File: config.mk
export PLATFORM = sky130hd
export DESIGN_NAME = csp_pad_ctrl
export DESIGN_NICKNAME = d
export VERILOG_FILES = /design/src/common/csp_pkg.sv /design/src/rtl/csp_pad_ctrl.sv
export SDC_FILE = /design/constraint.sdc
export NUM_CORES = 1
export LEC_CHECK = 0
export ABC_AREA = 1
export BUFFER_PORTS_ARGS = -buffer_cell sky130_fd_sc_hd__buf_4
export CAP_MARGIN = 10
export CELL_PAD_IN_SITES_DETAIL_PLACEMENT = 2
export CELL_PAD_IN_SITES_GLOBAL_PLACEMENT = 2
export CORE_MARGIN = 2
export CORE_UTILIZATION = 24
export DETAILED_ROUTE_END_ITERATION = 6
export HOLD_SLACK_MARGIN = 0.12
export PLACE_DENSITY = 0.85
export SLEW_MARGIN = 20
export SYNTH_ARGS = -nofsm -noshare
export SYNTH_HDL_FRONTEND = slang
export SYNTH_SLANG_ARGS = --single-unit
File: constraint.sdc
create_clock -name aclk -period 1.4 [get_ports aclk]
set_clock_uncertainty 0.15 [all_clocks]
set_input_delay 0.07 -clock aclk [delete_from_list [all_inputs] [get_ports aclk]]
set_output_delay 0.07 -clock aclk [all_outputs]
set_load 0.03 [all_outputs]
File: src/common/csp_pkg.sv
// Package for the card contact pad control block: register map,
// field positions, reset values, bus codes and the carrier structs.
// Assumes one system clock and an AXI4-Lite register bus of 32 bits.
package csp_pkg;

  // Register byte offsets
  localparam logic [7:0] CSP_OFF_SC_CONTROL = 8'h80;
  localparam logic [7:0] CSP_OFF_MUX_SELECT = 8'h84;
  localparam logic [7:0] CSP_OFF_CARD_CLOCK = 8'h94;
  localparam logic [7:0] CSP_OFF_FUNCTION = 8'h98;
  localparam logic [7:0] CSP_OFF_SUPPLY = 8'h9c;

  // Pin indices within the pad vectors
  localparam logic [1:0] CSP_PIN_CLOCK = 2'd0;
  localparam logic [1:0] CSP_PIN_FUNCTION = 2'd1;
  localparam logic [1:0] CSP_PIN_SUPPLY = 2'd2;
  localparam logic [1:0] CSP_PIN_NONE = 2'd3;
  localparam int CSP_NUM_PINS = 3;

  // Pin control register field positions
  localparam int CSP_BIT_INPUT_EN = 13;
  localparam int CSP_BIT_OUTPUT_EN = 12;
  localparam int CSP_BIT_FAST_OD = 11;
  localparam int CSP_BIT_OPEN_DRAIN = 10;
  localparam int CSP_BIT_PULL_UP = 9;
  localparam int CSP_BIT_PULL_DN = 8;
  localparam int CSP_BIT_SAMPLE = 1;
  localparam int CSP_BIT_LEVEL = 0;
  // Control register fields
  localparam int CSP_BIT_SYNC_MODE = 0;
  localparam int CSP_BIT_CARD_SELECT = 0;

  // Reset values
  localparam logic [31:0] CSP_PIN_RESET = 32'h0000_0000;
  localparam logic [31:0] CSP_CTL_RESET = 32'h0000_0000;

  // AXI response codes
  localparam logic [1:0] CSP_RESP_OKAY = 2'b00;
  localparam logic [1:0] CSP_RESP_SLVERR = 2'b10;

  // Per-pin configuration as held in its register
  typedef struct packed {
    logic in_en;
    logic out_en;
    logic fast;
    logic od;
    logic pull_up;
    logic pull_dn;
    logic level;
  } csp_pin_s;

  // Pad-side signals of one pin
  typedef struct packed {
    logic sync1;
    logic sync2;
    logic prev_level;
    logic pad_o;
    logic pad_oe_n;
  } csp_pad_s;

  // Whole state of the block
  typedef struct packed {
    csp_pin_s [CSP_NUM_PINS-1:0] pin;
    csp_pad_s [CSP_NUM_PINS-1:0] pad;
    logic sync_mode;
    logic card_select;
    logic aw_hold;
    logic [7:0] awaddr;
    logic w_hold;
    logic [31:0] wdata;
    logic [3:0] wstrb;
    logic bvalid;
    logic [1:0] bresp;
    logic rvalid;
    logic [31:0] rdata;
    logic [1:0] rresp;
  } csp_state_s;

endpackage

File: src/rtl/csp_pad_ctrl.sv
// Software pad control for the card clock, function and supply contacts.
// Assumes an AXI4-Lite master on aclk and raw pad levels from the pins.
//
// Contract
// RULE1 - Bit 13 of each pin register enables that pin's input receiver.
// RULE2 - Bit 12 of each pin register enables that pin's output driver.
// RULE3 - Bit 11 drives low for zero and pushes high one cycle on a rise, then releases.
// RULE4 - Bit 10 drives open drain: zero driven low, one released.
// RULE5 - Bit 9 turns on the pin's weak pull-up.
// RULE6 - Bit 8 turns on the pin's weak pull-down.
// RULE7 - Card clock bit 1 reads the pin level in card mode with synchronous mode on.
// RULE8 - Card clock bit 0 sets the pin level in card mode with synchronous mode on.
// RULE9 - Function bit 1 reads the pin level in card mode, either sync mode.
// RULE10 - Function bit 0 sets the pin level in card mode, either sync mode.
// RULE11 - Supply bit 1 reads the pin level in card mode, either sync mode.
// RULE12 - Supply bit 0 sets the pin level in card mode, either sync mode.
// RULE13 - Control bit 0 selects synchronous mode, freeing the clock pin for software.
// RULE14 - Reserved pin register bits read zero and ignore writes; all clear on reset.
// RULE15 - The input bit passes two flops and reads zero with the receiver off.
`timescale 1ns/1ps
`default_nettype none

module csp_pad_ctrl
  import csp_pkg::*;
#(
  parameter int ADDR_W = 8
) (
  input wire logic aclk,
  input wire logic aresetn,
  input wire logic [ADDR_W-1:0] s_axi_awaddr,
  input wire logic s_axi_awvalid,
  output logic s_axi_awready,
  input wire logic [31:0] s_axi_wdata,
  input wire logic [3:0] s_axi_wstrb,
  input wire logic s_axi_wvalid,
  output logic s_axi_wready,
  output logic [1:0] s_axi_bresp,
  output logic s_axi_bvalid,
  input wire logic s_axi_bready,
  input wire logic [ADDR_W-1:0] s_axi_araddr,
  input wire logic s_axi_arvalid,
  output logic s_axi_arready,
  output logic [31:0] s_axi_rdata,
  output logic [1:0] s_axi_rresp,
  output logic s_axi_rvalid,
  input wire logic s_axi_rready,
  input wire logic [CSP_NUM_PINS-1:0] card_pin_i,
  output logic [CSP_NUM_PINS-1:0] card_pin_o,
  output logic [CSP_NUM_PINS-1:0] card_pin_oe_n,
  output logic [CSP_NUM_PINS-1:0] weak_high_bias,
  output logic [CSP_NUM_PINS-1:0] weak_low_bias,
  output logic sync_mode_active
);

  csp_state_s st_r;
  csp_state_s st_nxt;

  // Map a byte address onto a pin index
  function automatic logic [1:0] pin_index(input logic [7:0] addr);
    logic [1:0] idx;
    idx = CSP_PIN_NONE;
    unique case (addr)
      CSP_OFF_CARD_CLOCK: idx = CSP_PIN_CLOCK;
      CSP_OFF_FUNCTION: idx = CSP_PIN_FUNCTION;
      CSP_OFF_SUPPLY: idx = CSP_PIN_SUPPLY;
      default: idx = CSP_PIN_NONE;
    endcase
    return idx;
  endfunction

  // Pin is under software control in the present mux and mode setting
  function automatic logic pin_active(input logic [1:0] idx, input logic sel,
                                      input logic sync);
    logic act;
    act = sel;
    if (idx == CSP_PIN_CLOCK) begin
      act = sel & sync; // RULE7 RULE8 RULE13
    end
    return act;
  endfunction

  // Narrow bus address to the byte offset width
  function automatic logic [7:0] byte_addr(input logic [ADDR_W-1:0] addr);
    logic [7:0] a;
    a = 8'h00;
    a = 8'(addr);
    a[1:0] = 2'b00;
    return a;
  endfunction

  // Pin register read image
  function automatic logic [31:0] pin_word(input csp_pin_s p, input logic sample,
                                           input logic act);
    logic [31:0] w;
    w = 32'h0000_0000; // RULE14
    w[CSP_BIT_INPUT_EN] = p.in_en;
    w[CSP_BIT_OUTPUT_EN] = p.out_en;
    w[CSP_BIT_FAST_OD] = p.fast;
    w[CSP_BIT_OPEN_DRAIN] = p.od;
    w[CSP_BIT_PULL_UP] = p.pull_up;
    w[CSP_BIT_PULL_DN] = p.pull_dn;
    w[CSP_BIT_SAMPLE] = sample & p.in_en & act; // RULE1 RULE15 RULE7 RULE9 RULE11
    w[CSP_BIT_LEVEL] = p.level;
    return w;
  endfunction

  // Handshake outputs
  assign s_axi_awready = ~st_r.aw_hold;
  assign s_axi_wready = ~st_r.w_hold;
  assign s_axi_arready = ~st_r.rvalid;

  // Registered data outputs
  assign s_axi_bvalid = st_r.bvalid;
  assign s_axi_bresp = st_r.bresp;
  assign s_axi_rvalid = st_r.rvalid;
  assign s_axi_rdata = st_r.rdata;
  assign s_axi_rresp = st_r.rresp;
  assign sync_mode_active = st_r.sync_mode;

  // Pad outputs, all from flops
  always_comb begin
    for (int i = 0; i < CSP_NUM_PINS; i++) begin
      card_pin_o[i] = st_r.pad[i].pad_o;
      card_pin_oe_n[i] = st_r.pad[i].pad_oe_n;
      weak_high_bias[i] = st_r.pin[i].pull_up; // RULE5
      weak_low_bias[i] = st_r.pin[i].pull_dn; // RULE6
    end
  end

  // Next-state logic for bus, registers and pads
  always_comb begin
    logic [1:0] widx;
    logic [1:0] ridx;
    logic [7:0] waddr;
    logic [7:0] raddr;
    logic act;
    logic drive;
    logic rise;
    csp_pin_s p;
    widx = CSP_PIN_NONE;
    ridx = CSP_PIN_NONE;
    waddr = 8'h00;
    raddr = 8'h00;
    act = 1'b0;
    drive = 1'b0;
    rise = 1'b0;
    p = '0;
    st_nxt = st_r;

    // Write address and data are taken in either order
    if (s_axi_awvalid && !st_r.aw_hold) begin
      st_nxt.aw_hold = 1'b1;
      st_nxt.awaddr = byte_addr(s_axi_awaddr);
    end
    if (s_axi_wvalid && !st_r.w_hold) begin
      st_nxt.w_hold = 1'b1;
      st_nxt.wdata = s_axi_wdata;
      st_nxt.wstrb = s_axi_wstrb;
    end

    // Response accepted
    if (st_r.bvalid && s_axi_bready) begin
      st_nxt.bvalid = 1'b0;
    end

    // Commit a write once both halves are held and no response is pending
    if (st_r.aw_hold && st_r.w_hold && !st_r.bvalid) begin
      waddr = st_r.awaddr;
      widx = pin_index(waddr);
      st_nxt.aw_hold = 1'b0;
      st_nxt.w_hold = 1'b0;
      st_nxt.bvalid = 1'b1;
      st_nxt.bresp = CSP_RESP_OKAY;
      if (widx != CSP_PIN_NONE) begin
        p = st_r.pin[widx];
        if (st_r.wstrb[0]) begin
          p.level = st_r.wdata[CSP_BIT_LEVEL]; // RULE8 RULE10 RULE12
        end
        if (st_r.wstrb[1]) begin
          p.in_en = st_r.wdata[CSP_BIT_INPUT_EN];
          p.out_en = st_r.wdata[CSP_BIT_OUTPUT_EN];
          p.fast = st_r.wdata[CSP_BIT_FAST_OD];
          p.od = st_r.wdata[CSP_BIT_OPEN_DRAIN];
          p.pull_up = st_r.wdata[CSP_BIT_PULL_UP];
          p.pull_dn = st_r.wdata[CSP_BIT_PULL_DN];
        end
        st_nxt.pin[widx] = p; // RULE14
      end else if (waddr == CSP_OFF_SC_CONTROL) begin
        if (st_r.wstrb[0]) begin
          st_nxt.sync_mode = st_r.wdata[CSP_BIT_SYNC_MODE]; // RULE13
        end
      end else if (waddr == CSP_OFF_MUX_SELECT) begin
        if (st_r.wstrb[0]) begin
          st_nxt.card_select = st_r.wdata[CSP_BIT_CARD_SELECT];
        end
      end else begin
        st_nxt.bresp = CSP_RESP_SLVERR;
      end
    end

    // Read data accepted
    if (st_r.rvalid && s_axi_rready) begin
      st_nxt.rvalid = 1'b0;
    end

    // Read answered at the edge that takes the address
    if (s_axi_arvalid && !st_r.rvalid) begin
      raddr = byte_addr(s_axi_araddr);
      ridx = pin_index(raddr);
      st_nxt.rvalid = 1'b1;
      st_nxt.rresp = CSP_RESP_OKAY;
      st_nxt.rdata = 32'h0000_0000;
      if (ridx != CSP_PIN_NONE) begin
        act = pin_active(ridx, st_r.card_select, st_r.sync_mode);
        st_nxt.rdata = pin_word(st_r.pin[ridx], st_r.pad[ridx].sync2, act);
      end else if (raddr == CSP_OFF_SC_CONTROL) begin
        st_nxt.rdata[CSP_BIT_SYNC_MODE] = st_r.sync_mode;
      end else if (raddr == CSP_OFF_MUX_SELECT) begin
        st_nxt.rdata[CSP_BIT_CARD_SELECT] = st_r.card_select;
      end else begin
        st_nxt.rresp = CSP_RESP_SLVERR;
      end
    end

    // Pad drivers and input synchronisers
    for (int i = 0; i < CSP_NUM_PINS; i++) begin
      p = st_r.pin[i];
      act = pin_active(2'(i), st_r.card_select, st_r.sync_mode);
      drive = act & p.out_en; // RULE2
      rise = p.level & ~st_r.pad[i].prev_level;
      st_nxt.pad[i].sync1 = card_pin_i[i]; // RULE15
      st_nxt.pad[i].sync2 = st_r.pad[i].sync1; // RULE15
      st_nxt.pad[i].prev_level = p.level;
      st_nxt.pad[i].pad_o = 1'b0;
      st_nxt.pad[i].pad_oe_n = 1'b1;
      if (drive) begin
        if (p.fast) begin
          // Low for zero, one push high on a rise, then released
          if (!p.level) begin
            st_nxt.pad[i].pad_oe_n = 1'b0; // RULE3
          end else if (rise) begin
            st_nxt.pad[i].pad_o = 1'b1; // RULE3
            st_nxt.pad[i].pad_oe_n = 1'b0;
          end
        end else if (p.od) begin
          // Zero pulls low, one leaves the pad to the pull-up
          st_nxt.pad[i].pad_oe_n = p.level; // RULE4
        end else begin
          // Push-pull
          st_nxt.pad[i].pad_o = p.level;
          st_nxt.pad[i].pad_oe_n = 1'b0;
        end
      end
    end
  end

  // State register with synchronous reset
  always_ff @(posedge aclk) begin
    if (!aresetn) begin
      st_r <= '0; // RULE14
      for (int i = 0; i < CSP_NUM_PINS; i++) begin
        st_r.pin[i] <= csp_pin_s'(CSP_PIN_RESET[6:0]);
        st_r.pad[i].pad_oe_n <= 1'b1;
      end
      st_r.sync_mode <= CSP_CTL_RESET[CSP_BIT_SYNC_MODE];
      st_r.card_select <= CSP_CTL_RESET[CSP_BIT_CARD_SELECT];
    end else begin
      st_r <= st_nxt;
    end
  end

endmodule

`default_nettype wire
==> reports/qor.yml, run 1 <==
grt_max_degree: 20
drc_errors: 0
drt_iter0_markers: 127
grt_pass1_vias: 3824
grt_overflow: 0
setup_viol: 26
globalRouteMet3Util_pct: 4.29
end_kind: "flop"
totalWireLength_mm: 14.7
placed_area_sq_um: 3990
yosysWarnings: 0
clk_pin_slew_ns: 0.06
fmax_ghz: 0.555
netlist-cell-type-count: 34
netlist_instances: 474
timing.final.hold_violations: 0
core_sq_um: 13900
dieHeight_um: 123
design_area_sq_um: 4980
finalCritPeriodShare_pct: 129
wl_per_cell_um: 19.3
cts_num_sinks: 67
violations: "setup timing"
cap_violations: 0
dp_cells: 703
grt_pass1_wl_mm: 21.2
grt_use_met1_pct: 19.4
peakVddDrop_mv: 0.668
synthesis.area_sq_um: 3420
ff2ff_path_depth: 10
ios: 116
cts_max_path_buffers: 2
powerDensity_nw_per_um2: 1060
drv_slew: 0
final_cells: 762
critical_path.startpoint_type: "flop"
syn_to_final_growth_pct: 45.6
antenna_cells: 0
setup_ws_ns: -0.403
use_met2_pct: 35.6
min_period_ns: 1.80
h-tree-depth: 3
hp-class: "in -> reg"
timing.critical_path.to: "st_r[106]"
vias: 3503
r2r-start: "st_r[81]"
drt_pass1_iterations: 4
die_area_sq_um: 15200
fp.dieW_um: 123
place.gp.congestion: 0.812
startpoint: "st_r[81]"
ys_top_cells_by_area: "dfxtp_1 (39%), buf_4 (11%), nand2_1 (10%)"
synth.largest_area_cell: "dfxtp_1"
cts_buffers: 9
ys_seq_area_share_pct: 39.2
synth_area_per_cell_sq_um: 7.21
r2r_slack_ns: -0.40
viasPerCell: 4.60
p_leak_nw: 2.21
layout-drive-gt1-share_pct: 36.6
cts_tree: "done"
clockRootBuffer: "clkbuf_16"
clk_latency_ns: 0.35
cp.required_ns: 1.52
io_buffer_count: 58
grt_use_total_pct: 18.8
ys_ff_latch: 67
arrival_ns: 1.92
outcome: "complete, but fails checks"
start_util_pct: 24.6
finalNetCount: 640
antenna_left: 0
path_class: "reg -> reg"
rows: 43
hold_ws_ns: 0.0793
dp_hpwl_mm: 8.44
antenna_found_initial: 0
rsz0062_at_grt: "yes"
cp_max_fo: 12
r2r_end: "st_r[106]"
top_usage_layer: "met2"
synth_top_area_share_pct: 39.2
## per-stage QoR
step / power, mW / TNS, ns / utilization [%] / setup slack [ns]
after floorplan: 2.48 / -0.0233 / - / -0.0233
after global placement: 2.62 / -1.38 / 28.7 / -0.0864
after detailed placement: 2.66 / -4.06 / 28.7 / -0.269
after CTS: 5.19 / -3.50 / 34.6 / -0.199
after global routing: 5.47 / -8.17 / 35.9 / -0.446
final: 5.29 / -6.75 / 35.9 / -0.403
## layout by cell type (no fill, tap or decap), types with 3 or more instances in the layout
cell type / netlist / routed
buf_4: 50 / 90
a21oi_1: 42 / 29
nand2_1: 91 / 77
buf_12: 0 / 4
inv_2: 6 / 10
nor2_4: 3 / 5
conb_1: 1 / 26
o21ai_1: 4 / 8
nand3_2: 0 / 4
dlygate4sd3_1: 0 / 28
nor2_1: 37 / 32
nand2_2: 8 / 15
o21ai_0: 39 / 28
nand4_1: 3 / 3
o211ai_1: 4 / 4
buf_6: 2 / 5
nor2_2: 1 / 4
inv_1: 55 / 48
dfxtp_1: 67 / 60
or2_2: 3 / 3
dfxtp_2: 0 / 7
nand2_4: 2 / 9
clkinvlp_4: 0 / 3
a21oi_2: 7 / 19
o21ai_2: 5 / 11
clkbuf_16: 0 / 9
nand3_1: 21 / 16
## kinds of logic (layout without fill, tap and decap cells)
| kind of cell | after synthesis | after routing | synth area share (%) |
|---|---|---|---|
| DFF | 67 | 67 | 39.2 |
| other | 1 | 26 | 0.110 |
| buffers and inverters | 124 | 207 | 19.6 |
| and+or+nand+nor | 177 | 177 | 23.7 |
| AOI/OAI and AO/OA | 105 | 105 | 17.3 |
## worst max-delay path, stage by stage (launching register included)
cell and delay (ns):
dfxtp_2 0.32, inv_2 0.07, nand2_4 0.06, nor2_4 0.15, nand2_4 0.13, buf_12 0.18, o21ai_2 0.16, nand2_1 0.11
nand2_1 0.11, nand2_2 0.10, a21oi_1 0.19
## synth_stat cells (all sizes together)
| master | number |
|---|---|
| a21boi | 1 |
| a21o | 1 |
| a21oi | 49 |
| buf | 55 |
| clkbuf | 6 |
| clkinv | 2 |
| conb | 1 |
| dfxtp | 67 |
| inv | 61 |
| nand2 | 101 |
| nand3 | 21 |
| nand3b | 2 |
| nand4 | 4 |
| nor2 | 41 |
| nor3 | 4 |
| nor4 | 1 |
| o211a | 1 |
| o211ai | 4 |
| o21a | 1 |
| o21ai | 48 |
| or2 | 3 |
## what timing repair did
item	in CTS	in global routing
pin swaps	8	9
gates cloned	2	0
setup endpoints to repair	25	48
gates resized for setup	36	58
buffers inserted	14	3
endpoints found under the hold margin	35	1
hold buffers	29	1
## flip-flops by register name (all words and copies together) (netlist names)
name	count
st_r	36
s_axi_rdata	8
st_nxt	6
card_pin_o	3
card_pin_oe_n	3
weak_high_bias	3
weak_low_bias	3
s_axi_bresp	1
s_axi_bvalid	1
s_axi_rresp	1
s_axi_rvalid	1
sync_mode_active	1
## layout make-up
cell class,instances,area (sq um)
Inverter,63,255
Fill cell,1587,8900
Multi-Input combinational cell,308,1720
Clock inverter,5,77.6
Sequential cell,67,1350
Timing Repair Buffer,128,1110
Tap cell,180,225
Timing Repair inverter,1,7.51
Clock buffer,10,239
## power by group
group          internal, mW  switching, mW
Sequential             1.97         0.0473
Combinational         0.299          0.498
Clock                  1.59          0.881
Total                  3.86           1.43
## routing by layer
layer,vias up,wire length (um)
li1,1638,-
met4,0,639
met2,108,7980
met3,44,675
met1,1713,5440
met5,-,0
## worst min path at each step
stage | from | end | depth (start not counted)
final | s_axi_araddr[5] | s_axi_rdata[10] | 6
after global routing | s_axi_araddr[5] | s_axi_rdata[10] | 6
after CTS | s_axi_araddr[2] | s_axi_rdata[12] | 6
after detailed placement | card_pin_i[1] | st_nxt[94] | 3
after global placement | card_pin_i[2] | st_nxt[99] | 3
after floorplan | card_pin_i[0] | st_nxt[89] | 2
Power figures use the tool's default switching activity.
==> inputs of run 2 (changes only) <==
SKIP_CTS_REPAIR_TIMING = 1   (was unset)
==> run 2 against run 1 <==
The flow still finishes with violations (setup timing). Highest routed layer unchanged. Core utilization decreased by 0.71 points. Critical path type unchanged. Largest power group unchanged. Largest cell class unchanged. Worst hold slack improved by 0.0020 ns. Die area unchanged. Sequential power about the same.
==> reports/qor.yml, run 2 (same netlist as run 1, synthesis figures left out) <==
antenna_cells: 0  # unchanged
multiInputGateArea_sq_um: 1620  # -5.8%
drc_errors: 0  # unchanged
top_usage_layer: "met2"
crit_chain: "inv_2 -> nand2_4 -> nor2_4 -> nand2_4 -> buf_4 -> nor3_4 -> buf_12 -> o21ai_1 -> a21oi_1"
ff2ff_path_depth: 9  # -1
critPathSlowestCell: "dfxtp_2"
ios: 116  # unchanged
cp_slowest_stage_delay_ns: 0.31  # about the same
peakVddDrop_mv: 0.746  # +12%
placed_area_sq_um: 3990  # unchanged
grt_pass1_vias: 3429  # -10%
min_period_ns: 1.76  # -0.0410 ns
use_met2_pct: 26.8  # -8.8 points
antenna_found_initial: 0  # unchanged
hold_path_depth: 5  # -1
cap_violations: 0  # unchanged
sw_frac_of_total_pct: 26.6  # -0.34 points
dieHeight_um: 123  # unchanged
grt_use_total_pct: 15.1  # -3.7 points
vias: 3477  # -0.74%
finalPower_mw: 5.25  # -0.80%
syn_to_final_growth_pct: 42.7
timing.final.hold_violations: 0  # unchanged
clk_pin_slew_ns: 0.06  # about the same
min_to: "s_axi_rdata[13]"
grt_use_met1_pct: 17.3  # -2.2 points
end_kind: "flop"
crit_top_cell: "nand2_4"
min_from: "aresetn"
cts_buffers: 9  # unchanged
start_util_pct: 24.6  # unchanged
r2r-start: "st_r[80]"
cts_tree: "done"
core_sq_um: 13900  # unchanged
mostFrequentLayoutCells: "buf_4 (93), nand2_1 (79), dfxtp_1 (62)"
design_area_sq_um: 4880  # -2.0%
die_area_sq_um: 15200  # unchanged
p_leak_nw: 2.22  # +0.24%
setup_viol: 29  # +12%
critical_path.startpoint_type: "flop"
globalRouteMet3Util_pct: 3.74  # -0.55 points
seq_area_sq_um: 1350  # -0.19%
finalNetCount: 643  # +0.47%
drt_iter0_markers: 131  # +3.1%
antenna_left: 0  # unchanged
violations: "setup timing"
rsz0062_at_grt: "yes"
final_common_cell: "buf_4"
arrival_ns: 1.87  # -0.05 ns
finalCritPeriodShare_pct: 126  # -2.9 points
r2r_slack_ns: -0.36  # +0.04 ns
cp.required_ns: 1.51  # about the same
drt_pass1_iterations: 4  # unchanged
powerDensity_nw_per_um2: 1080  # +1.2%
h-tree-depth: 3  # unchanged
wl_per_cell_um: 18.3  # -5.6%
dp_slack_ns: -0.269  # unchanged
cts_num_sinks: 67  # unchanged
place.gp.congestion: 0.812  # unchanged
crit_buf_inv: 3  # +1
intPower_mw: 3.85  # -0.35%
viasPerCell: 4.55  # -1.1%
clkPwrFrac_pct: 47.2  # +0.5 points
seq_power_share_pct: 38.5  # +0.3 points
tns_ns: -6.92  # -0.167 ns
drv_slew: 0  # unchanged
clk_latency_ns: 0.35  # about the same
clockRootBuffer: "clkbuf_16"
r2r_end: "st_r[106]"
fp.dieW_um: 123  # unchanged
startpoint: "st_r[80]"
largest_reg_flops: 36  # unchanged
power_frac_comb_pct: 14.3  # -0.8 points
layout-drive-gt1-share_pct: 31.8  # -4.8 points
p_switching_mw: 1.40  # -2.0%
grt_max_degree: 20  # unchanged
fmax_ghz: 0.568  # +2.3%
nFillCells: 1596  # +0.57%
cts_max_path_buffers: 2  # unchanged
hp-class: "in -> reg"
cp_max_fo: 14  # +2
dp_hpwl_mm: 8.44  # unchanged
hold_ws_ns: 0.0813  # +0.00200 ns
regMostFlops: "st_r"
io_buffer_count: 58  # unchanged
totalWireLength_mm: 14.0  # -5.2%
rows: 43  # unchanged
critPathTopFamily: "simple AND/OR/NAND/NOR gates"
path_class: "reg -> reg"
grt_overflow: 0  # unchanged
outcome: "complete, but fails checks"
setup_ws_ns: -0.362  # +0.0410 ns
grt_pass1_wl_mm: 17.6  # -17%
[run 2: cell count changes in the layout (fill, tap and decap cells not counted), sizes merged]
| cell | delta |
|---|---|
| buf | -3 |
| clkbuf | +1 |
| clkinv | +2 |
| clkinvlp | -2 |
| dlygate4sd3 | +5 |
[run 2: cell type report]
type	count	area share (%)
clock buffer	10	4.90
clock inverter	5	1.59
inverter	63	5.00
multi-input combinational	308	33.1
sequential	67	27.6
tap	180	4.61
timing repair buffer	131	23.0
timing repair inverter	1	0.103
[run 2: stage by stage]
step | std cells | utilization [%]
after floorplan | 499 | -
after global placement | 703 | 28.7
after detailed placement | 703 | 28.7
after CTS | 718 | 31.0
after global routing | 765 | 35.2
final | 765 | 35.2
[run 2: worst min-delay path: stages]
cell      delay [ns]
buf_4           0.16
clkinv_1        0.12
nor2_1          0.06
o21ai_0         0.07
inv_1           0.05
[run 2: worst max path at each step]
stage,endpoint,depth (start not counted)
floorplan,st_r[113],9
global placement,weak_high_bias[0],11
detailed placement,weak_high_bias[2],11
CTS,st_r[121],11
global route,st_r[106],10
finish,st_r[106],9
[run 2: metal layers]
metal	wire [um]	share of wire (%)
met1	5440	39
met2	7600	54
met3	583	4.2
met4	345	2.5
met5	0	0
[run 2: power groups by stage]
| stage | Sequential [mW] | Clock (mW) | Combinational [mW] |
|---|---|---|---|
| 6_report | 2.02 | 2.48 | 0.752 |
| 5_1_grt | 2.02 | 2.60 | 0.816 |
| 4_1_cts | 2.01 | 2.46 | 0.619 |
| 3_5_place_dp | 2.05 | 0 | 0.609 |
| 3_3_place_gp | 2.05 | 0 | 0.579 |
| 2_1_floorplan | 2.04 | 0 | 0.431 |
==> inputs of run 3 (changes only) <==
CORE_UTILIZATION = 27   (was 24)
PLACE_DENSITY = 0.9   (was 0.85)
clock period = 1.7 ns   (was 1.4 ns; I/O delays follow)
==> run 3 against run 2 <==
The run still ends with setup timing left. Power shrank 20%. Final area shrank 4.8%. Worst setup slack gained 0.32 ns. Non-clock buffer count shrank 25. Critical endpoint is now st_r[112]. Largest cell class unchanged.
==> reports/qor.yml, run 3 (same netlist as run 1, synthesis figures left out) <==
ios: 116  # unchanged
vias: 3386  # -2.6%
finalCritPeriodShare_pct: 103  # -23 points
rsz0062_at_grt: "yes"
r2r_slack_ns: -0.04  # +0.32 ns
regMostFlops: "st_r"
arrival_ns: 1.81  # -0.06 ns
min_to: "s_axi_rresp[1]"
antenna_found_initial: 0  # unchanged
dp_slack_ns: 0.00525  # +0.274 ns
wl_met1_mm: 5.14  # -5.6%
grt_pass1_wl_mm: 17.7  # +0.32%
grt_overflow: 0  # unchanged
powerDensity_nw_per_um2: 904  # -16%
clk_pin_slew_ns: 0.06  # about the same
p_leak_nw: 2.08  # -6.2%
core_sq_um: 12500  # -9.8%
dieHeight_um: 117  # -5.5%
end_kind: "flop"
grt_pass1_vias: 3438  # +0.26%
grt_max_degree: 20  # unchanged
cts_max_path_buffers: 2  # unchanged
final_cells: 734  # -4.1%
cp.required_ns: 1.77  # +0.26 ns
antenna_left: 0  # unchanged
drt_iter0_markers: 158  # +21%
clockRootBuffer: "clkbuf_16"
dp_cells: 677  # -3.7%
peakVddDrop_mv: 0.445  # -40%
setup_viol: 6  # -79%
drt_pass1_iterations: 4  # unchanged
h-tree-depth: 3  # unchanged
cts_tree: "done"
critPathTopFamily: "simple AND/OR/NAND/NOR gates"
highest_layer: "met4"
syn_to_final_growth_pct: 35.9
cts_buffers: 9  # unchanged
place.gp.congestion: 0.764  # -5.9%
tns_ns: -0.120  # +6.80 ns
drv_slew: 0  # unchanged
start_util_pct: 27.3  # +2.7 points
min_from: "s_axi_arvalid"
cp_slowest_stage_delay_ns: 0.31  # about the same
min_period_ns: 1.74  # -0.0184 ns
design_area_sq_um: 4650  # -4.8%
wl_per_cell_um: 17.6  # -3.7%
antenna_cells: 0  # unchanged
fp.dieW_um: 117  # -5.5%
dp_hpwl_mm: 7.89  # -6.5%
met2_wirelength_mm: 6.94  # -8.7%
crit_buf_inv: 2  # -1
finalNetCount: 619  # -3.7%
critPathSlowestCell: "dfxtp_2"
die_area_sq_um: 13600  # -11%
io_buffer_count: 58  # unchanged
cp_max_fo: 8  # -6
mostFrequentLayoutCells: "nand2_1 (87), buf_4 (73), dfxtp_1 (64)"
fmax_ghz: 0.574  # +1.1%
layout-drive-gt1-share_pct: 28.1  # -3.7 points
placed_area_sq_um: 3820  # -4.1%
clk_latency_ns: 0.34  # about the same
cap_violations: 0  # unchanged
r2r-start: "st_r[80]"
hold_path_depth: 5  # unchanged
ff2ff_path_depth: 11  # +2
r2r_end: "st_r[112]"
drc_errors: 0  # unchanged
cts_num_sinks: 67  # unchanged
utilization_pct: 37.1  # +2.0 points
finalPower_mw: 4.20  # -20%
setup_ws_ns: -0.0431  # +0.318 ns
hold_ws_ns: 0.0642  # -0.0171 ns
outcome: "complete, but fails checks"
timing.final.hold_violations: 0  # unchanged
violations: "setup timing"
hp-class: "in -> reg"
rows: 41  # -4.7%
crit_chain: "inv_2 -> nand2_4 -> nor2_4 -> nand2_8 -> buf_6 -> nand2_4 -> o21ai_2 -> nand2_1 -> nand2_1 -> nand2_2 -> a21oi_2"
largest_reg_flops: 36  # unchanged
wl_met3_um: 462  # -21%
critical_path.startpoint_type: "flop"
path_class: "reg -> reg"
final_common_cell: "nand2_1"
viasPerCell: 4.61  # +1.5%
totalWireLength_mm: 12.9  # -7.6%
grt_use_total_pct: 17.0  # +1.9 points
[run 3: changes by cell type in the layout (fill, tap and decap cells not counted), sizes merged]
cell,before,now
clkinv,5,4
bufinv,2,1
dlygate4sd3,33,28
inv,61,62
clkbuf,11,12
nand2,101,102
buf,97,78
[run 3: layout make-up]
| cell class | count | area, sq um |
|---|---|---|
| timing repair inverter | 1 | 8.76 |
| clock buffer | 12 | 267 |
| multi-input combinational | 309 | 1610 |
| sequential | 67 | 1350 |
| tap | 172 | 215 |
| clock inverter | 4 | 47.5 |
| inverter | 63 | 251 |
| timing repair buffer | 106 | 902 |
| fill | 1480 | 7870 |
[run 3: metal layers]
layer / global-route usage [%] / vias to the layer above
li1: - / 1598
met2: 31.6 / 103
met5: 0 / -
met4: 7.14 / 0
met1: 18.9 / 1654
met3: 3.43 / 31
[run 3: worst max path at each step]
stage	from	to	slack [ns]	depth (start not counted)
global placement	st_r[81]	weak_low_bias[0]	0.08	11
finish	st_r[80]	st_r[112]	-0.04	11
detailed placement	st_r[81]	weak_high_bias[2]	0.005	11
floorplan	s_axi_bvalid	st_r[113]	0.16	8
global route	st_r[80]	st_r[120]	-0.12	10
CTS	st_r[81]	st_nxt[93]	-0.09	11
[run 3: worst min-delay path, delay by kind of cell]
family / cells / cell delay [ns]
compound gates: 1 / 0.15
buf+inv: 2 / 0.16
simple gates: 2 / 0.11
[run 3: report_power, final]
| part | leakage (nW) | internal [mW] | switching [mW] |
|---|---|---|---|
| clock | 0.155 | 1.25 | 0.744 |
| combinational | 1.38 | 0.193 | 0.354 |
| sequential | 0.548 | 1.62 | 0.0386 |
